$ cat config.mk
export PLATFORM = sky130hd
export DESIGN_NAME = sio_top
export DESIGN_NICKNAME = d
export VERILOG_FILES = /design/src/core/sio_pkg.sv /design/src/core/sio_fifo.sv /design/src/core/sio_rx.sv /design/src/core/sio_top.sv
export VERILOG_INCLUDE_DIRS = /design/src /design/src/core
export SDC_FILE = /design/constraint.sdc
export NUM_CORES = 1
export LEC_CHECK = 0
export BUFFER_PORTS_ARGS = -buffer_cell sky130_fd_sc_hd__buf_2
export CAP_MARGIN = 20
export CORE_UTILIZATION = 32
export CTS_CLUSTER_DIAMETER = 150
export DETAILED_ROUTE_END_ITERATION = 10
export PLACE_DENSITY = 0.51
export SLEW_MARGIN = 0
export SYNTH_ARGS = -nofsm -noshare
export SYNTH_HDL_FRONTEND = slang
export SYNTH_SLANG_ARGS = --single-unit
$ cat constraint.sdc
create_clock -name mclk -period 2.87 [get_ports mclk]
set_input_delay 0.1435 -clock mclk [delete_from_list [all_inputs] [get_ports mclk]]
set_output_delay 0.1435 -clock mclk [all_outputs]
set_load 0.02 [all_outputs]
$ cat src/core/sio_regs.svh
// Register offsets, field positions, reset values and timing counts
`ifndef SIO_REGS_SVH
`define SIO_REGS_SVH

`define SIO_OFF_DATA 12'h000
`define SIO_OFF_RSR 12'h004
`define SIO_OFF_FLAG 12'h018
`define SIO_OFF_ILPR 12'h020
`define SIO_OFF_IBRD 12'h024
`define SIO_OFF_FBRD 12'h028
`define SIO_OFF_LCRH 12'h02C
`define SIO_OFF_CTL 12'h030
`define SIO_OFF_IFLS 12'h034
`define SIO_OFF_IMSK 12'h038
`define SIO_OFF_RIS 12'h03C
`define SIO_OFF_MIS 12'h040
`define SIO_OFF_ICR 12'h044

`define SIO_CTL_EN 0
`define SIO_CTL_SIR 1
`define SIO_CTL_SIRLP 2
`define SIO_CTL_LBE 7
`define SIO_CTL_TXE 8
`define SIO_CTL_RXE 9
`define SIO_CTL_RST 10'h300
`define SIO_IFLS_RST 6'h12

`define SIO_EV_RX 4
`define SIO_EV_TX 5
`define SIO_EV_RT 6
`define SIO_EV_FE 7
`define SIO_EV_PE 8
`define SIO_EV_BE 9
`define SIO_EV_OE 10
`define SIO_EV_USED 11'h7F0

`define SIO_FR_BUSY 3
`define SIO_FR_RX_EMPTY_FLAG 4
`define SIO_FR_TX_FULL_FLAG 5
`define SIO_FR_RX_FULL_FLAG 6
`define SIO_FR_TX_EMPTY_FLAG 7

`define SIO_FIFO_DEPTH 5'h10
`define SIO_TICK_LAST 4'hF
`define SIO_START_MID 4'h7
`define SIO_IR_PULSE 4'h3
`define SIO_LP_PULSE 2'h3
`define SIO_RT_TICKS 10'h200
`define SIO_MIN_IDX 3'h4

`endif

$ cat src/core/sio_pkg.sv
// Shared types and parity helper for the serial port
package sio_pkg;

	typedef struct packed {
		logic stickPar;
		logic [1:0] wordLen;
		logic fifoEn;
		logic twoStop;
		logic evenPar;
		logic parEn;
		logic sendBreak;
	} sio_line_t;

	typedef struct packed {
		logic overrun;
		logic brk;
		logic parity;
		logic framing;
		logic [7:0] data;
	} sio_rxent_t;

	typedef enum logic [2:0] {
		SER_IDLE = 3'b000,
		SER_START = 3'b001,
		SER_DATA = 3'b010,
		SER_PAR = 3'b011,
		SER_STOP = 3'b100
	} sio_ser_t;

	function automatic logic parityBit(input logic [7:0] data, input sio_line_t cfg);
		logic [7:0] m;
		m = data & (8'hFF >> (2'h3 - cfg.wordLen));
		if (cfg.stickPar)
			parityBit = ~cfg.evenPar;
		else
			parityBit = cfg.evenPar ? ^m : ~^m;
	endfunction

endpackage

$ cat src/core/sio_fifo.sv
// Sixteen-entry FIFO with registered head word and one-entry mode
`timescale 1ns/1ps
`include "sio_regs.svh"

module sio_fifo #(
	parameter int WIDTH = 12
) (
	input wire logic mclk,
	input wire logic arst_n,
	input wire logic push,
	input wire logic [WIDTH-1:0] wrData,
	input wire logic pop,
	input wire logic deep,
	output logic [WIDTH-1:0] headData,
	output logic [4:0] count,
	output logic empty,
	output logic full
);

	logic [WIDTH-1:0] mem [16];
	logic [3:0] wrPtr_reg;
	logic [3:0] rdPtr_reg;
	logic [4:0] count_reg;
	logic [WIDTH-1:0] head_reg;
	logic [3:0] rdPtr_next;
	logic doPush;
	logic doPop;

	assign empty = (count_reg == 5'h00);
	// Holding-register mode reports full at one entry
	assign full = count_reg >= (deep ? `SIO_FIFO_DEPTH : 5'h01);
	assign doPush = push && !full;
	assign doPop = pop && !empty;
	assign rdPtr_next = doPop ? rdPtr_reg + 4'h1 : rdPtr_reg;
	assign count = count_reg;
	assign headData = head_reg;

	always_ff @(posedge mclk)
	begin
		if (doPush)
			mem[wrPtr_reg] <= wrData;
	end

	always_ff @(posedge mclk or negedge arst_n)
	begin
		if (!arst_n)
		begin
			wrPtr_reg <= 4'h0;
			rdPtr_reg <= 4'h0;
			count_reg <= 5'h00;
			head_reg <= '0;
		end
		else
		begin
			if (doPush)
				wrPtr_reg <= wrPtr_reg + 4'h1;
			rdPtr_reg <= rdPtr_next;
			count_reg <= count_reg + {4'h0, doPush} - {4'h0, doPop};
			// Write-through keeps the head valid in the cycle after a push into empty
			if (doPush && wrPtr_reg == rdPtr_next)
				head_reg <= wrData;
			else
				head_reg <= mem[rdPtr_next];
		end
	end

endmodule

$ cat src/core/sio_rx.sv
// Receive shifter: start validation, data, parity and stop sampling
`timescale 1ns/1ps
`include "sio_regs.svh"

module sio_rx (
	input wire logic mclk,
	input wire logic arst_n,
	input wire logic baudTick,
	input wire logic rxLine,
	input wire logic rxEnable,
	input wire sio_pkg::sio_line_t lineCfg,
	output logic charDone,
	output sio_pkg::sio_rxent_t charEntry
);

	sio_pkg::sio_ser_t state_reg;
	logic [3:0] tick_reg;
	logic [2:0] idx_reg;
	logic prevLine_reg;
	logic allLow_reg;
	logic [7:0] data_reg;
	logic parErr_reg;
	logic sampleNow;

	assign sampleNow = baudTick && tick_reg == `SIO_TICK_LAST;

	always_ff @(posedge mclk or negedge arst_n)
	begin
		if (!arst_n)
		begin
			state_reg <= sio_pkg::SER_IDLE;
			tick_reg <= 4'h0;
			idx_reg <= 3'h0;
			prevLine_reg <= 1'b1;
			allLow_reg <= 1'b0;
			data_reg <= 8'h00;
			parErr_reg <= 1'b0;
			charDone <= 1'b0;
			charEntry <= '0;
		end
		else
		begin
			prevLine_reg <= rxLine;
			charDone <= 1'b0;
			if (baudTick && state_reg != sio_pkg::SER_IDLE)
				tick_reg <= tick_reg + 4'h1;
			case (state_reg)
				sio_pkg::SER_IDLE:
				begin
					tick_reg <= 4'h0;
					if (rxEnable && prevLine_reg && !rxLine)
						state_reg <= sio_pkg::SER_START;
				end
				sio_pkg::SER_START:
				begin
					if (baudTick && tick_reg == `SIO_START_MID)
					begin
						tick_reg <= 4'h0;
						idx_reg <= 3'h0;
						data_reg <= 8'h00;
						allLow_reg <= 1'b1;
						parErr_reg <= 1'b0;
						// False start drops back to idle with nothing stored
						state_reg <= rxLine ? sio_pkg::SER_IDLE : sio_pkg::SER_DATA;
					end
				end
				sio_pkg::SER_DATA:
				begin
					if (sampleNow)
					begin
						data_reg[idx_reg] <= rxLine;
						allLow_reg <= allLow_reg && !rxLine;
						idx_reg <= idx_reg + 3'h1;
						if (idx_reg == `SIO_MIN_IDX + {1'b0, lineCfg.wordLen})
							state_reg <= lineCfg.parEn ? sio_pkg::SER_PAR : sio_pkg::SER_STOP;
					end
				end
				sio_pkg::SER_PAR:
				begin
					if (sampleNow)
					begin
						parErr_reg <= rxLine != sio_pkg::parityBit(data_reg, lineCfg);
						allLow_reg <= allLow_reg && !rxLine;
						state_reg <= sio_pkg::SER_STOP;
					end
				end
				sio_pkg::SER_STOP:
				begin
					if (sampleNow)
					begin
						charDone <= 1'b1;
						charEntry.overrun <= 1'b0;
						charEntry.brk <= allLow_reg && !rxLine;
						charEntry.parity <= parErr_reg;
						charEntry.framing <= !rxLine;
						charEntry.data <= data_reg;
						state_reg <= sio_pkg::SER_IDLE;
					end
				end
				default:
					state_reg <= sio_pkg::SER_IDLE;
			endcase
		end
	end

endmodule

$ cat src/core/sio_top.sv
// Serial port core: registers, FIFOs, transmitter, infrared codec, events
// Function
// Two 16-entry FIFOs, receive entries carry status
// Enabled unit sends frames until FIFO empty
// Busy from FIFO non-empty until stop sent
// Falling edge, confirm start on eighth tick
// Data bits sampled every sixteen ticks
// Check parity, stop must be high
// Store character with its own error flags
// Normal infrared: zero is 3/16 high pulse
// Codec uses serial bits, decoder feeds receiver
// Low-power pulse is three low-power ticks
// Software waits 10 ms before receiving
// Infrared link is half-duplex only
// Data read twelve bits, write eight
// FIFOs start as single holding registers
// Empty, full and overrun flags reported
// Trigger levels eighths, default one half
// All events ORed into one request
// Mask gates request, raw and masked readable
// Clear register clears raw and masked
// Timeout after 32 idle bits, cleared
// Loopback routes transmit into receive
// Software programs divisor, line, then enable
// Sixteen-times tick clocks and samples bits
// Divisor is 16.6 fixed-point value
// Start, data LSB first, parity, stops
// False start returns to idle silently
`timescale 1ns/1ps
`include "sio_regs.svh"

module sio_top (
	input wire logic mclk,
	input wire logic arst_n,
	input wire logic [11:0] regAddr,
	input wire logic [31:0] regWrData,
	input wire logic regWrite,
	input wire logic regRead,
	output logic [31:0] regRdData,
	input wire logic serialInPin,
	output logic serialOutPin,
	output logic irq
);

	function automatic logic [4:0] levelOf(input logic [2:0] sel);
		case (sel)
			3'h0: levelOf = 5'h02;
			3'h1: levelOf = 5'h04;
			3'h3: levelOf = 5'h0C;
			3'h4: levelOf = 5'h0E;
			default: levelOf = 5'h08;
		endcase
	endfunction

	logic [7:0] lineControl_reg;
	logic [9:0] control_reg;
	logic [15:0] integerDivisor_reg;
	logic [5:0] fractionDivisor_reg;
	logic [15:0] divIntLatch_reg;
	logic [5:0] divFracLatch_reg;
	logic [7:0] lowPowerDiv_reg;
	logic [5:0] fifoLevelSelect_reg;
	logic [10:0] eventMask_reg;
	logic [10:0] rawEvent_reg;
	logic [10:0] rawEvent_next;
	logic [10:0] evtSet;
	logic [10:0] evtClr;
	sio_pkg::sio_line_t lineCfg;
	logic unitEn;
	logic [1:0] rxSync_reg;
	logic [31:0] rdData_next;
	logic txPush;
	logic rxPop;
	logic errClr;

	assign lineCfg = sio_pkg::sio_line_t'(lineControl_reg);
	assign unitEn = control_reg[`SIO_CTL_EN];
	assign txPush = regWrite && regAddr == `SIO_OFF_DATA;
	assign rxPop = regRead && regAddr == `SIO_OFF_DATA;
	assign errClr = regWrite && regAddr == `SIO_OFF_RSR;

	////////////////////////////////////////////////////////////////////////////
	// Software-written registers

	always_ff @(posedge mclk or negedge arst_n)
	begin
		if (!arst_n)
		begin
			lineControl_reg <= 8'h00;
			control_reg <= `SIO_CTL_RST;
			integerDivisor_reg <= 16'h0000;
			fractionDivisor_reg <= 6'h00;
			divIntLatch_reg <= 16'h0000;
			divFracLatch_reg <= 6'h00;
			lowPowerDiv_reg <= 8'h00;
			fifoLevelSelect_reg <= `SIO_IFLS_RST;
			eventMask_reg <= 11'h000;
		end
		else if (regWrite)
		begin
			case (regAddr)
				`SIO_OFF_LCRH:
				begin
					lineControl_reg <= regWrData[7:0];
					// Divisor only takes effect with a line-control write
					divIntLatch_reg <= integerDivisor_reg;
					divFracLatch_reg <= fractionDivisor_reg;
				end
				`SIO_OFF_CTL: control_reg <= regWrData[9:0];
				`SIO_OFF_IBRD: integerDivisor_reg <= regWrData[15:0];
				`SIO_OFF_FBRD: fractionDivisor_reg <= regWrData[5:0];
				`SIO_OFF_ILPR: lowPowerDiv_reg <= regWrData[7:0];
				`SIO_OFF_IFLS: fifoLevelSelect_reg <= regWrData[5:0];
				`SIO_OFF_IMSK: eventMask_reg <= regWrData[10:0] & `SIO_EV_USED;
				default: ;
			endcase
		end
	end

	////////////////////////////////////////////////////////////////////////////
	// Oversampling tick and low-power infrared tick

	logic [16:0] baudCnt_reg;
	logic [5:0] fracAcc_reg;
	logic baudTick;
	logic [6:0] fracSum;
	logic [7:0] lpCnt_reg;
	logic lpTick;

	assign fracSum = {1'b0, fracAcc_reg} + {1'b0, divFracLatch_reg};

	// Period is N clocks, or N+1 on a fraction-accumulator carry, so the average is N plus frac/64
	always_ff @(posedge mclk or negedge arst_n)
	begin
		if (!arst_n)
		begin
			baudCnt_reg <= 17'h00001;
			fracAcc_reg <= 6'h00;
			baudTick <= 1'b0;
		end
		else if (divIntLatch_reg == 16'h0000)
		begin
			baudCnt_reg <= 17'h00001;
			baudTick <= 1'b0;
		end
		else if (baudCnt_reg <= 17'h00001)
		begin
			baudTick <= 1'b1;
			fracAcc_reg <= fracSum[5:0];
			baudCnt_reg <= {1'b0, divIntLatch_reg} + {16'h0000, fracSum[6]};
		end
		else
		begin
			baudTick <= 1'b0;
			baudCnt_reg <= baudCnt_reg - 17'h00001;
		end
	end

	// Divider of 0 acts as 256
	always_ff @(posedge mclk or negedge arst_n)
	begin
		if (!arst_n)
		begin
			lpCnt_reg <= 8'h00;
			lpTick <= 1'b0;
		end
		else
		begin
			lpTick <= lpCnt_reg == 8'h00;
			lpCnt_reg <= (lpCnt_reg == 8'h00) ? lowPowerDiv_reg - 8'h01 : lpCnt_reg - 8'h01;
		end
	end

	////////////////////////////////////////////////////////////////////////////
	// FIFOs

	logic [7:0] txHead;
	logic [4:0] txCount;
	logic txEmpty;
	logic txFull;
	logic txPop;
	sio_pkg::sio_rxent_t rxHead;
	sio_pkg::sio_rxent_t rxEntry;
	sio_pkg::sio_rxent_t rxPushEntry;
	logic [4:0] rxCount;
	logic rxEmpty;
	logic rxFull;
	logic rxDone;
	logic rxPush;
	logic overrun;
	logic oePend_reg;

	assign rxPush = rxDone && !rxFull;
	assign overrun = rxDone && rxFull;
	assign rxPushEntry = {oePend_reg, rxEntry.brk, rxEntry.parity, rxEntry.framing, rxEntry.data};

	sio_fifo #(.WIDTH(8)) txFifo (
		.mclk(mclk),
		.arst_n(arst_n),
		.push(txPush),
		.wrData(regWrData[7:0]),
		.pop(txPop),
		.deep(lineCfg.fifoEn),
		.headData(txHead),
		.count(txCount),
		.empty(txEmpty),
		.full(txFull)
	);

	sio_fifo #(.WIDTH(12)) rxFifo (
		.mclk(mclk),
		.arst_n(arst_n),
		.push(rxPush),
		.wrData(rxPushEntry),
		.pop(rxPop),
		.deep(lineCfg.fifoEn),
		.headData(rxHead),
		.count(rxCount),
		.empty(rxEmpty),
		.full(rxFull)
	);

	// Overrun flag rides on the next character that gets in
	always_ff @(posedge mclk or negedge arst_n)
	begin
		if (!arst_n)
			oePend_reg <= 1'b0;
		else if (overrun)
			oePend_reg <= 1'b1;
		else if (rxPush)
			oePend_reg <= 1'b0;
	end

	////////////////////////////////////////////////////////////////////////////
	// Transmitter

	sio_pkg::sio_ser_t txState_reg;
	logic [3:0] txTick_reg;
	logic [2:0] txIdx_reg;
	logic txSecond_reg;
	logic [7:0] txData_reg;
	logic txBit;
	logic txActive;
	logic txBusy;
	logic txStep;

	assign txActive = txState_reg != sio_pkg::SER_IDLE;
	assign txBusy = !txEmpty || txActive;
	assign txStep = baudTick && txTick_reg == `SIO_TICK_LAST;
	assign txPop = !txActive && unitEn && control_reg[`SIO_CTL_TXE] && !txEmpty;

	always_comb
	begin
		case (txState_reg)
			sio_pkg::SER_START: txBit = 1'b0;
			sio_pkg::SER_DATA: txBit = txData_reg[txIdx_reg];
			sio_pkg::SER_PAR: txBit = sio_pkg::parityBit(txData_reg, lineCfg);
			default: txBit = 1'b1;
		endcase
		if (lineCfg.sendBreak)
			txBit = 1'b0;
	end

	// A started frame always completes even if the unit is disabled
	always_ff @(posedge mclk or negedge arst_n)
	begin
		if (!arst_n)
		begin
			txState_reg <= sio_pkg::SER_IDLE;
			txTick_reg <= 4'h0;
			txIdx_reg <= 3'h0;
			txSecond_reg <= 1'b0;
			txData_reg <= 8'h00;
		end
		else
		begin
			if (baudTick && txActive)
				txTick_reg <= txTick_reg + 4'h1;
			case (txState_reg)
				sio_pkg::SER_IDLE:
				begin
					txTick_reg <= 4'h0;
					if (txPop)
					begin
						txData_reg <= txHead;
						txState_reg <= sio_pkg::SER_START;
					end
				end
				sio_pkg::SER_START:
				begin
					txIdx_reg <= 3'h0;
					if (txStep)
						txState_reg <= sio_pkg::SER_DATA;
				end
				sio_pkg::SER_DATA:
				begin
					if (txStep)
					begin
						txIdx_reg <= txIdx_reg + 3'h1;
						txSecond_reg <= 1'b0;
						if (txIdx_reg == `SIO_MIN_IDX + {1'b0, lineCfg.wordLen})
							txState_reg <= lineCfg.parEn ? sio_pkg::SER_PAR : sio_pkg::SER_STOP;
					end
				end
				sio_pkg::SER_PAR:
				begin
					if (txStep)
						txState_reg <= sio_pkg::SER_STOP;
				end
				sio_pkg::SER_STOP:
				begin
					if (txStep && lineCfg.twoStop && !txSecond_reg)
						txSecond_reg <= 1'b1;
					else if (txStep)
						txState_reg <= sio_pkg::SER_IDLE;
				end
				default:
					txState_reg <= sio_pkg::SER_IDLE;
			endcase
		end
	end

	////////////////////////////////////////////////////////////////////////////
	// Infrared codec, loopback and pin sampling

	logic sirEn;
	logic [1:0] lpPulse_reg;
	logic [3:0] irStretch_reg;
	logic rawRx;
	logic rxLine;
	logic serialOut_next;

	assign sirEn = control_reg[`SIO_CTL_SIR];
	assign rawRx = control_reg[`SIO_CTL_LBE] ? (sirEn ? ~serialOutPin : serialOutPin)
		: rxSync_reg[1];
	// Receiver is deaf while infrared transmit is busy
	assign rxLine = sirEn ? (txBusy || (rawRx && irStretch_reg == 4'h0)) : rawRx;

	always_comb
	begin
		serialOut_next = txBit;
		if (sirEn && control_reg[`SIO_CTL_SIRLP])
			serialOut_next = lpPulse_reg != 2'h0;
		else if (sirEn)
			serialOut_next = txActive && !txBit && txTick_reg < `SIO_IR_PULSE;
	end

	always_ff @(posedge mclk or negedge arst_n)
	begin
		if (!arst_n)
		begin
			rxSync_reg <= 2'b11;
			serialOutPin <= 1'b1;
			lpPulse_reg <= 2'h0;
			irStretch_reg <= 4'h0;
		end
		else
		begin
			rxSync_reg <= {rxSync_reg[0], serialInPin};
			serialOutPin <= serialOut_next;
			if (txActive && baudTick && txTick_reg == 4'h0 && !txBit)
				lpPulse_reg <= `SIO_LP_PULSE;
			else if (lpTick && lpPulse_reg != 2'h0)
				lpPulse_reg <= lpPulse_reg - 2'h1;
			// Short light pulse is held low for about one bit period
			if (!rawRx)
				irStretch_reg <= `SIO_TICK_LAST;
			else if (baudTick && irStretch_reg != 4'h0)
				irStretch_reg <= irStretch_reg - 4'h1;
		end
	end

	////////////////////////////////////////////////////////////////////////////
	// Receiver and receive status

	logic oeStick_reg;
	logic [2:0] errSeen_reg;

	sio_rx rxCore (
		.mclk(mclk),
		.arst_n(arst_n),
		.baudTick(baudTick),
		.rxLine(rxLine),
		.rxEnable(unitEn && control_reg[`SIO_CTL_RXE]),
		.lineCfg(lineCfg),
		.charDone(rxDone),
		.charEntry(rxEntry)
	);

	// Overrun shows at once; other errors follow the character last read
	always_ff @(posedge mclk or negedge arst_n)
	begin
		if (!arst_n)
		begin
			oeStick_reg <= 1'b0;
			errSeen_reg <= 3'h0;
		end
		else
		begin
			if (overrun)
				oeStick_reg <= 1'b1;
			else if (errClr)
				oeStick_reg <= 1'b0;
			if (rxPop && !rxEmpty)
				errSeen_reg <= {rxHead.brk, rxHead.parity, rxHead.framing};
			else if (errClr)
				errSeen_reg <= 3'h0;
		end
	end

	////////////////////////////////////////////////////////////////////////////
	// Events

	logic txLvl;
	logic rxLvl;
	logic txLvlPrev_reg;
	logic rxLvlPrev_reg;
	logic [9:0] rtCnt_reg;

	assign txLvl = lineCfg.fifoEn ? txCount <= levelOf(fifoLevelSelect_reg[2:0]) : txEmpty;
	assign rxLvl = lineCfg.fifoEn ? rxCount >= levelOf(fifoLevelSelect_reg[5:3]) : !rxEmpty;

	always_comb
	begin
		evtSet = 11'h000;
		evtSet[`SIO_EV_TX] = txLvl && !txLvlPrev_reg;
		evtSet[`SIO_EV_RX] = rxLvl && !rxLvlPrev_reg;
		evtSet[`SIO_EV_RT] = baudTick && rtCnt_reg == `SIO_RT_TICKS - 10'h001;
		evtSet[`SIO_EV_FE] = rxPush && rxEntry.framing;
		evtSet[`SIO_EV_PE] = rxPush && rxEntry.parity;
		evtSet[`SIO_EV_BE] = rxDone && rxEntry.brk;
		evtSet[`SIO_EV_OE] = overrun;
		evtClr = (regWrite && regAddr == `SIO_OFF_ICR) ? regWrData[10:0] : 11'h000;
		evtClr[`SIO_EV_RT] = evtClr[`SIO_EV_RT] || rxEmpty;
		// A new event wins over a clear in the same cycle
		rawEvent_next = ((rawEvent_reg & ~evtClr) | evtSet) & `SIO_EV_USED;
	end

	always_ff @(posedge mclk or negedge arst_n)
	begin
		if (!arst_n)
		begin
			rawEvent_reg <= 11'h000;
			txLvlPrev_reg <= 1'b0;
			rxLvlPrev_reg <= 1'b0;
			rtCnt_reg <= 10'h000;
			irq <= 1'b0;
		end
		else
		begin
			rawEvent_reg <= rawEvent_next;
			txLvlPrev_reg <= txLvl;
			rxLvlPrev_reg <= rxLvl;
			if (rxEmpty || rxPush)
				rtCnt_reg <= 10'h000;
			else if (baudTick && rtCnt_reg != `SIO_RT_TICKS)
				rtCnt_reg <= rtCnt_reg + 10'h001;
			irq <= |(rawEvent_next & eventMask_reg);
		end
	end

	////////////////////////////////////////////////////////////////////////////
	// Read data, one cycle after the strobe

	always_comb
	begin
		rdData_next = 32'h00000000;
		if (regRead)
		begin
			case (regAddr)
				`SIO_OFF_DATA: rdData_next[11:0] = rxHead;
				`SIO_OFF_RSR: rdData_next[3:0] = {oeStick_reg, errSeen_reg};
				`SIO_OFF_FLAG:
				begin
					rdData_next[`SIO_FR_BUSY] = txBusy;
					rdData_next[`SIO_FR_RX_EMPTY_FLAG] = rxEmpty;
					rdData_next[`SIO_FR_TX_FULL_FLAG] = txFull;
					rdData_next[`SIO_FR_RX_FULL_FLAG] = rxFull;
					rdData_next[`SIO_FR_TX_EMPTY_FLAG] = txEmpty;
				end
				`SIO_OFF_ILPR: rdData_next[7:0] = lowPowerDiv_reg;
				`SIO_OFF_IBRD: rdData_next[15:0] = integerDivisor_reg;
				`SIO_OFF_FBRD: rdData_next[5:0] = fractionDivisor_reg;
				`SIO_OFF_LCRH: rdData_next[7:0] = lineControl_reg;
				`SIO_OFF_CTL: rdData_next[9:0] = control_reg;
				`SIO_OFF_IFLS: rdData_next[5:0] = fifoLevelSelect_reg;
				`SIO_OFF_IMSK: rdData_next[10:0] = eventMask_reg;
				`SIO_OFF_RIS: rdData_next[10:0] = rawEvent_reg;
				`SIO_OFF_MIS: rdData_next[10:0] = rawEvent_reg & eventMask_reg;
				default: ;
			endcase
		end
	end

	always_ff @(posedge mclk or negedge arst_n)
	begin
		if (!arst_n)
			regRdData <= 32'h00000000;
		else
			regRdData <= rdData_next;
	end

endmodule

### Word level (Yosys, flattened, before mapping)

Memory sizes are Yosys's and may differ from the RTL's. A register that Yosys moved wholly into a read port is not among the register bits.
Index checks and enable logic that the tools add are counted.

| storage, ports and cells | value |
|---|---|
| output and inout bits | 34 |
| bits of input ports | 49 |
| register bits | 244 |
| memories kept | 2 |
| RAM bits | 320 |
| logic and storage cells | 346 |

| cells by class | value |
|---|---|
| mux-type cells | 97 |
| shifts and indexed selects | 1 |
| eq/ne operators | 50 |
| bitwise operators | 10 |
| add/subtract/negate cells | 22 |
| magnitude comparators | 9 |
| reductions and logical operators | 105 |

Memories:

| name | depth | bits a word | rd ports | clocked after memory_dff | wr ports | line | source |
|---|---|---|---|---|---|---|---|
| rxFifo.mem | 16 | 12 | 1 | 1 | 1 | sio_fifo.sv:20 | `logic [WIDTH-1:0] mem [16];` |
| txFifo.mem | 16 | 8 | 1 | 1 | 1 | sio_fifo.sv:20 |  |

Operators with widths:

| kind | number |
|---|---|
| $eq A12 B6 Y1 const B | 8 |
| $mux W3 | 19 |
| $logic_and A1 B1 Y1 | 40 |
| $mux W4 | 9 |
| $mux W1 | 34 |
| $mux W17 | 2 |
| $and A11 B11 Y11 | 3 |
| $pmux W4 S4 | 2 |
| $pmux W3 S5 | 2 |
| $pmux W3 S9 | 1 |
| $add A4 B1 Y4 const B | 6 |
| $eq A12 B7 Y1 const B | 2 |
| $mux W8 | 3 |
| $reduce_bool A2 Y1 | 12 |
| $pmux W2 S11 | 1 |
| $reduce_and A2 Y1 | 11 |
| $mux W10 | 2 |
| $eq A3 B2 Y1 const B | 6 |
| $ne A2 B1 Y1 const B | 9 |
| $pmux W2 S9 | 1 |
| $add A16 B1 Y17 | 1 |
| $le A17 B1 Y1 const B | 1 |
| $sub A17 B1 Y17 const B | 1 |
| $and A8 B8 Y8 | 2 |
| other kinds (62) | 116 |

### Longest topological paths before layout

Gate-level depths: netlist (run 1).

| depth | value |
|---|---|
| word-level depth | 13 |
| gate-level depth with buffers | 15 |
| gate-level depth less buffers | 15 |

### Modules after synthesis

Synthesis (run 1) repeated with hierarchy kept, for this count alone.

| unflattened totals | value |
|---|---|
| cell total of the unflattened synthesis | 2380 |
| area, all modules | 29144.2 sq um |

By module, submodules not included:

| module | times used | area each (sq um) | sequential area each (sq um) | cells each |
|---|---|---|---|---|
| sio_fifo (rxFifo) | 1 | 10251.1 | 6391.1 | 765 |
| sio_top | 1 | 9749.4 | 4639.4 | 902 |
| sio_fifo (txFifo) | 1 | 7385.8 | 4369.2 | 539 |
| sio_rx | 1 | 1757.9 | 827.0 | 174 |

### Worst setup path after synthesis (run 1)

No wires, ideal clock.

| timing | value |
|---|---|
| path type | register -> register |
| start | register lineControl_reg[4] (netlist: lineCfg[4]) |
| end | memory rxFifo.mem[3][0] (enable) |
| buffers on the path | 1 |
| data required time | 2.474 ns |
| cell stages (with the launch flop) | 11 |
| path slack | -0.077 ns |
| arrival | 2.550 ns |
| period minus slack after synthesis | 2.947 ns |
| setup time | 0.396 ns |
| cell sequence | dfrtp_1 inv_1 ha_1 nand3b_1 a41oi_1 nor2_1 nand2_1 inv_1 clkbuf_1 nand2_1 nor3_1 |

| between the ends | value |
|---|---|
| cells in the longest elaborated chain, start to end | 7 |

Ends and longest elaborated chain:

| element | line | source |
|---|---|---|
| start: declaration | sio_top.sv:55 | `logic [7:0] lineControl_reg;` |
| start signal: assignment | sio_top.sv:104 | `lineControl_reg <= regWrData[7:0];` |
| $mux W5 (*) | sio_fifo.sv:31 | `` assign full = count_reg >= (deep ? `SIO_FIFO_DEPTH : 5'h01); `` |
| $ge A5 B5 Y1 (*) | sio_fifo.sv:31 |  |
| $logic_not A1 Y1 (*) | sio_fifo.sv:32, sio_top.sv:193 |  |
| $logic_and A1 B1 Y1 | sio_top.sv:193 | `assign rxPush = rxDone && !rxFull;` |
| $logic_and A1 B1 Y1 (*) | sio_fifo.sv:32 | `assign doPush = push && !full;` |
| via rxFifo.doPush | sio_fifo.sv:26 | `logic doPush;` |
| $mux W1 (*) | sio_fifo.sv:40 | `if (doPush)` |
| $mux W1 (not written as such) (*) | sio_fifo.sv:41 | `mem[wrPtr_reg] <= wrData;` |
| end: declaration | sio_fifo.sv:20 |  |

The timed path passes the listed nets; every way through them passes the cells marked *.

### Worst setup path in the final report (run 1)

| timing | value |
|---|---|
| start | register txFifo.count_reg[3] (netlist: txFifo.count[3]) |
| end | register txFifo.head_reg[1] (netlist: txFifo.headData[1]) (read register of txFifo.mem) |

| between the ends | value |
|---|---|
| cells in the longest elaborated chain, start to end | 5 |

Ends and longest elaborated chain:

| element | line | source |
|---|---|---|
| start: declaration | sio_fifo.sv:23 | `logic [4:0] count_reg;` |
| start signal: assignment | sio_fifo.sv:58 | `count_reg <= count_reg + {4'h0, doPush} - {4'h0, doPop};` |
| $logic_not A5 Y1 (*) | sio_fifo.sv:29 | `assign empty = (count_reg == 5'h00);` |
| $logic_not A1 Y1 (*) | sio_fifo.sv:33, sio_top.sv:250 |  |
| $logic_and A1 B1 Y1 | sio_top.sv:250 | `` assign txPop = !txActive && unitEn && control_reg[`SIO_CTL_TXE] && !txEmpty; `` |
| $logic_and A1 B1 Y1 (*) | sio_fifo.sv:33 | `assign doPop = pop && !empty;` |
| $mux W4 (*) | sio_fifo.sv:34 | `assign rdPtr_next = doPop ? rdPtr_reg + 4'h1 : rdPtr_reg;` |
| end: declaration | sio_fifo.sv:24 | `logic [WIDTH-1:0] head_reg;` |

Mark *: on every way between the ends. The rest lies on a longest branch, timed or not.
A chain may end at the register's enable or synchronous reset.

==> results of run 1 <==
==> area by class of cell <==
class / instances / area share
sequential: 584 / 0.5035
clock inverter: 27 / 0.009046
clock buffer: 96 / 0.05571
timing repair buffer: 256 / 0.06868
multi-input combinational: 1360 / 0.3134
tap: 1070 / 0.04154
inverter: 69 / 0.008114
==> metrics by stage <==
stage	utilization	std cells	total power [µW]
after floorplan	-	2140	9833
after global placement	0.3546	3300	10260
after detailed placement	0.3546	3300	10270
after CTS	0.3829	3438	18460
after global routing	0.3912	3462	18960
final	0.3912	3462	18250
==> critical path: cells and delay by family, from the launching register on <==
family | cells | cell delay (ns)
simple gates | 4 | 1.24
buf+inv | 4 | 0.57
flops | 1 | 0.39
compound gates | 3 | 0.39
fa+ha+maj | 1 | 0.14
==> cell usage in the layout (no fill, tap or decap), types with 53 or more instances in the layout <==
cell type / count
buf_4: 159
nand2_1: 143
o21ai_0: 81
xnor2_1: 58
dfrtp_1: 255
nor2_1: 156
inv_1: 60
and3_1: 53
clkbuf_16: 72
mux2_2: 109
edfxtp_1: 320
nand3_1: 96
==> logic make-up (layout without fill, tap and decap cells) <==
family,after synthesis,in the layout,synth area share
AND/OR/NAND/NOR,618,618,0.1168
flip-flops,584,584,0.6079
AO/OA/AOI/OAI,416,416,0.1091
buffers and inverters,196,448,0.03272
multiplexers,154,154,0.07223
XOR/XNOR,97,97,0.03262
adder cells (fa/ha/maj),59,59,0.02850
other,1,16,0.0001405
==> timing repair <==
action	4_1_cts	5_1_grt
resized for setup	13	93
endpoints found under the setup margin	20	37
pin swaps	1	58
gates cloned	2	6
hold buffers	13	0
endpoints found under the hold margin	109	0
setup buffers	0	18
==> metal layers <==
layer,share of wire,vias up,wire (µm),track usage
li1,-,8357,-,-
met1,0.45,9181,33810,0.2407
met2,0.47,515,34850,0.2772
met3,0.055,110,4088,0.02853
met4,0.026,0,1974,0.05201
met5,0,-,0,0
==> worst max-delay path by stage <==
stage                          end  cells after the start
2_1_floorplan  rxFifo.headData[10]                     13
3_3_place_gp    rxFifo.headData[3]                     11
3_5_place_dp    rxFifo.headData[3]                     11
4_1_cts         txFifo.headData[6]                     10
5_1_grt         txFifo.headData[6]                     11
6_report        txFifo.headData[1]                     12
==> power breakdown <==
part | total [µW] | switching (µW) | internal, µW
Sequential | 9010 | 92.3 | 8920
Clock | 8100 | 3560 | 4540
Combinational | 1140 | 727 | 412
==> flow_metrics.py, run 1 <==
metrics = {
    "die": {
        "boundaryPins": 83,
        "die-area_um2": 84580,
        "core-area_um2": 82370,
        "die_w_um": 290.8,
        "die_h_um": 290.8,
        "num_rows": 105,
        "initial_core_util": 0.3241,
    },
    "yosys": {
        "synthTopCellsByArea": "edfxtp_1, dfrtp_1, mux2_2",
        "yosys.area.top_type": "edfxtp_1",
        "syn_inst": 2125,
        "ys_top_cells_by_count": "edfxtp_1, dfrtp_1, nor2_1",
        "async_flop_share": 0.4521,
        "yosysUniqueCellTypes": 89,
        "synth_top_cell_area_share": 0.3600,
        "yosysSeqAreaShare": 0.6079,
        "synth_edf_count": 320,
        "synth_seq_cells": 584,
        "syn-cell-area_um2": 26690,
        "ys_warn_count": 0,
        "syn_avg_cell_area_um2": 12.56,
        "synth_flop_cell": "edfxtp_1",
        "synth_most_common_cell": "edfxtp_1",
    },
    "routing": {
        "wl_um": 74720,
        "drtAntennaViolNets": 0,
        "via_count": 18160,
        "wire_per_inst_um": 21.58,
        "viasPerCell": 5.246,
        "drcViolationCount": 0,
        "dr.pass1.iters": 9,
        "drt_iter0_drc": 1490,
    },
    "finish": {
        "drive_gt1_frac": 0.2383,
        "fin_nets": 2446,
        "multiInputGateArea_um2": 10100,
        "diodes": 0,
        "fin_area_um2": 32230,
        "largest_reg_flops": 192,
        "regArea_um2": 16230,
        "area_growth_pct": 20.73,
        "fillers": 7745,
    },
    "global_route": {
        "grt_pass1_vias": 18150,
        "grt_max_degree": 90,
        "overflow": 0,
        "grt_pass1_wl_um": 113000,
        "antenna_found_initial": 6,
        "grtUsageTotal": 0.1733,
    },
    "worst_hold_path": {
        "worst_hold_startpoint": "regWrData[6]",
        "hp-class": "input pin to flip-flop",
        "holdPathStages": 3,
        "hold_end": "rawEvent_reg[6]",
    },
    "timing": {
        "setup_viol": 0,
        "relSlewSlack": 0.4180,
        "fin_crit_sh": 0.9974,
        "rsz0062_at_grt": "true",
        "min_period_ns": 2.862,
        "finalClockSkew_ns": 0.03480,
        "tightestPinTransition_ns": 0.8730,
        "drv_slew": 0,
        "fin_tns_setup_ns": 0,
        "fmax_mhz": 349.4,
        "fin_ws_ns": 0.007575,
        "whs_ns": 0.04117,
        "report.final.hold_viol_count": 0,
    },
    "clocking": {
        "path_clk_slew_ns": 0.06,
        "cts_root_buffer": "clkbuf_16",
        "cts.path.max_buffers": 3,
        "cts_buffers": 67,
        "htreeDepth": 3,
        "clock_sinks": 584,
        "cts_tree": "done",
        "clkLatencyLatePin_ns": 0.61,
    },
    "place": {
        "dpl.hpwl_um": 50130,
        "dpl_cell_area_um2": 29210,
        "pre_cts_ws_ns": -0.2177,
        "port_buffers": 50,
        "place_congestion": 0.8797,
    },
    "power": {
        "p_leak_uw": 0.01233,
        "powerDensity_nw_per_um2": 566.4,
        "peakVddDrop_mv": 0.3401,
    },
    "worst_setup_path": {
        "slowest_stage": "or4b_4",
        "r2r_cells": 12,
        "startpoint": "txFifo.count[3]",
        "startpoint_type": "flip-flop",
        "timing.setup.critical_path_class": "flip-flop to flip-flop",
        "cpPeakStageDelay_ns": 0.47,
        "crit_chain": "inv_2, ha_4, or4b_4, and4_1, or2_4, buf_6, clkbuf_16, a22oi_1, o22ai_1, buf_4, and4bb_2, a21oi_2",
        "crit_fanout": 9,
        "r2r_slack_ns": 0.008,
        "timing.rr.end": "txFifo.headData[1]",
        "critPathArrivalTime_ns": 3.33,
        "r2r_start": "txFifo.count[3]",
        "required_ns": 3.33,
        "worst_setup_path_end_kind": "flip-flop",
    },
    "job": {
        "cap_violations": 0,
    },
    "status": {
        "status": "finished clean",
    },
}
No activity file was read; power rests on OpenSTA's default activity.
==> inputs of run 2 (changes only) <==
- PLACE_DENSITY: 0.51 -> not set
- PLACE_DENSITY_LB_ADDON: not set -> 0.3
==> run 2 against run 1 <==
Net effect: sequential share of layout area up 0.10 points; fmax grew 0.93%; worst setup slack improved by 0.026 ns; wire length fell by 2.1%; die area did not move; utilization down 0.077 points; critical path type unchanged; non-clock buffer count fell by 5; power is 2.9% higher; critical path depth unchanged; register-to-register slack improved by 0.03 ns; sequential power hardly changed.
==> flow_metrics.py, run 2 (synthesis gave the netlist of run 1 again) <==
metrics = {
    "status": {
        "status": "finished clean",
    },
    "timing": {
        "min_period_ns": 2.836,
        "relSlewSlack": 0.4857,
        "drv_slew": 0,
        "finalClockSkew_ns": 0.08881,
        "whs_ns": 0.04086,
        "fmax_mhz": 352.6,
        "fin_crit_sh": 0.9882,
        "report.final.hold_viol_count": 0,
        "tightestPinTransition_ns": 0.7714,
        "setup_viol": 0,
        "rsz0062_at_grt": "true",
    },
    "worst_setup_path": {
        "critPathArrivalTime_ns": 3.31,
        "cp_top_family": "simple AND/OR/NAND/NOR gates",
        "startpoint": "txFifo.count[2]",
        "slowest_stage": "mux4_2",
        "startpoint_type": "flip-flop",
        "r2r_cells": 12,
        "crit_fanout": 7,
        "r2r_start": "txFifo.count[2]",
        "worst_setup_path_end_kind": "flip-flop",
        "crit_chain": "inv_2, ha_4, buf_4, nor4b_4, o31a_1, or2_4, buf_12, buf_6, mux4_2, nand2_2, nor4bb_4, a21oi_2",
        "timing.setup.critical_path_class": "flip-flop to flip-flop",
        "required_ns": 3.35,
        "cpPeakStageDelay_ns": 0.50,
        "r2r_slack_ns": 0.03,
        "path_buf_inv": 4,
        "timing.rr.end": "txFifo.headData[4]",
    },
    "routing": {
        "drcViolationCount": 0,
        "via_count": 18260,
        "viasPerCell": 5.294,
        "drt_iter0_drc": 1415,
        "drtAntennaViolNets": 0,
        "dr.pass1.iters": 5,
        "wire_per_inst_um": 21.20,
        "wl_um": 73120,
    },
    "place": {
        "dp.cells": 3296,
        "port_buffers": 50,
        "place_congestion": 0.8974,
        "dpl.hpwl_um": 49150,
        "dpl_cell_area_um2": 29170,
    },
    "finish": {
        "finalNonFillerCells": 3450,
        "fin_area_um2": 32160,
        "fin_nets": 2435,
        "layout_commonest_cell": "edfxtp_1",
        "multiInputGateArea_um2": 10070,
        "regArea_um2": 16230,
        "fillers": 7720,
        "largest_reg_flops": 192,
        "diodes": 0,
        "drive_gt1_frac": 0.2424,
        "final_cell_mix": "edfxtp_1, dfrtp_1, buf_4",
        "area_growth_pct": 20.49,
        "final_util": 0.3905,
    },
    "worst_hold_path": {
        "hold_end": "errSeen_reg[2]",
        "hp-class": "input pin to flip-flop",
        "worst_hold_startpoint": "regWrite",
        "holdPathStages": 4,
    },
    "global_route": {
        "grt_pass1_wl_um": 112100,
        "grt_pass1_vias": 18190,
        "antenna_found_initial": 4,
        "overflow": 0,
        "grtUsageTotal": 0.1703,
        "grt_max_degree": 94,
    },
    "clocking": {
        "clkLatencyLatePin_ns": 0.68,
        "path_clk_slew_ns": 0.06,
        "cts_root_buffer": "clkbuf_16",
        "cts.path.max_buffers": 3,
        "clock_sinks": 584,
        "cts_tree": "done",
        "htreeDepth": 2,
        "cts_buffers": 61,
    },
    "power": {
        "powerDensity_nw_per_um2": 584.2,
        "power_frac_comb": 0.062,
        "p_leak_uw": 0.01228,
        "total_power_uw": 18790,
        "peakVddDrop_mv": 0.5536,
        "switching_share": 0.2303,
        "switching_power_uw": 4327,
        "pwr-share-seq": 0.479,
        "clkPwrFrac": 0.459,
        "power.internal_uw": 14460,
    },
    "die": {
        "die-area_um2": 84580,
        "num_rows": 105,
        "die_w_um": 290.8,
        "initial_core_util": 0.3241,
        "die_h_um": 290.8,
        "core-area_um2": 82370,
        "boundaryPins": 83,
    },
    "job": {
        "cap_violations": 0,
    },
}
-- run 2: tightest hold or removal path, stage by stage --
cell     delay, ns
buf_2         0.18
nand3_1       0.18
nand3_1       0.09
nand2_1       0.05
-- run 2: power groups by stage --
| stage | clock, µW | sequential, µW | combinational (µW) |
|---|---|---|---|
| floorplan | 0 | 9140 | 689 |
| global placement | 0 | 9160 | 1090 |
| detailed placement | 0 | 9160 | 1110 |
| CTS | 8820 | 9000 | 1140 |
| global route | 9170 | 9010 | 1290 |
| finish | 8620 | 9000 | 1170 |
-- run 2: layout make-up --
class | instances | area share
timing repair buffer | 251 | 0.06298
tap | 1070 | 0.04162
inverter | 69 | 0.008130
clock inverter | 40 | 0.01786
multi-input combinational | 1360 | 0.3132
sequential | 584 | 0.5045
clock buffer | 76 | 0.05174
-- run 2: how the worst max path moves through the flow --
stage / slack [ns] / to / depth (start not counted)
after floorplan: 0.03 / rxFifo.headData[10] / 13
after global placement: -0.12 / txFifo.count[4] / 14
after detailed placement: -0.23 / txFifo.count[4] / 14
after CTS: 0.007 / baudCnt_reg[14] / 15
after global routing: -0.11 / txFifo.count[4] / 15
final: 0.03 / txFifo.headData[4] / 12
-- run 2: what timing repair did --
| action | in CTS | in global routing |
|---|---|---|
| cloned | 0 | 1 |
| hold endpoints to repair | 117 | 0 |
| pin swaps | 12 | 30 |
| buffers inserted | 8 | 14 |
| setup endpoints to repair | 55 | 220 |
| resized for setup | 22 | 62 |
| hold buffers | 15 | 0 |
-- run 2: metrics by stage --
stage | setup WS (ns) | TNS (ns)
finish | 0.03388 | 0
global route | -0.1104 | -1.057
CTS | 0.006879 | 0
detailed placement | -0.2257 | -1.496
global placement | -0.1226 | -0.8860
floorplan | 0.02609 | 0
-- run 2: routing by layer --
metal  GRT usage  vias to the layer above  share of wire
met5           0                        -        0.00090
met4     0.04878                        8          0.027
met3     0.02753                      122          0.055
met2      0.2770                      536           0.48
met1      0.2338                     9264           0.44
li1            -                     8333              -
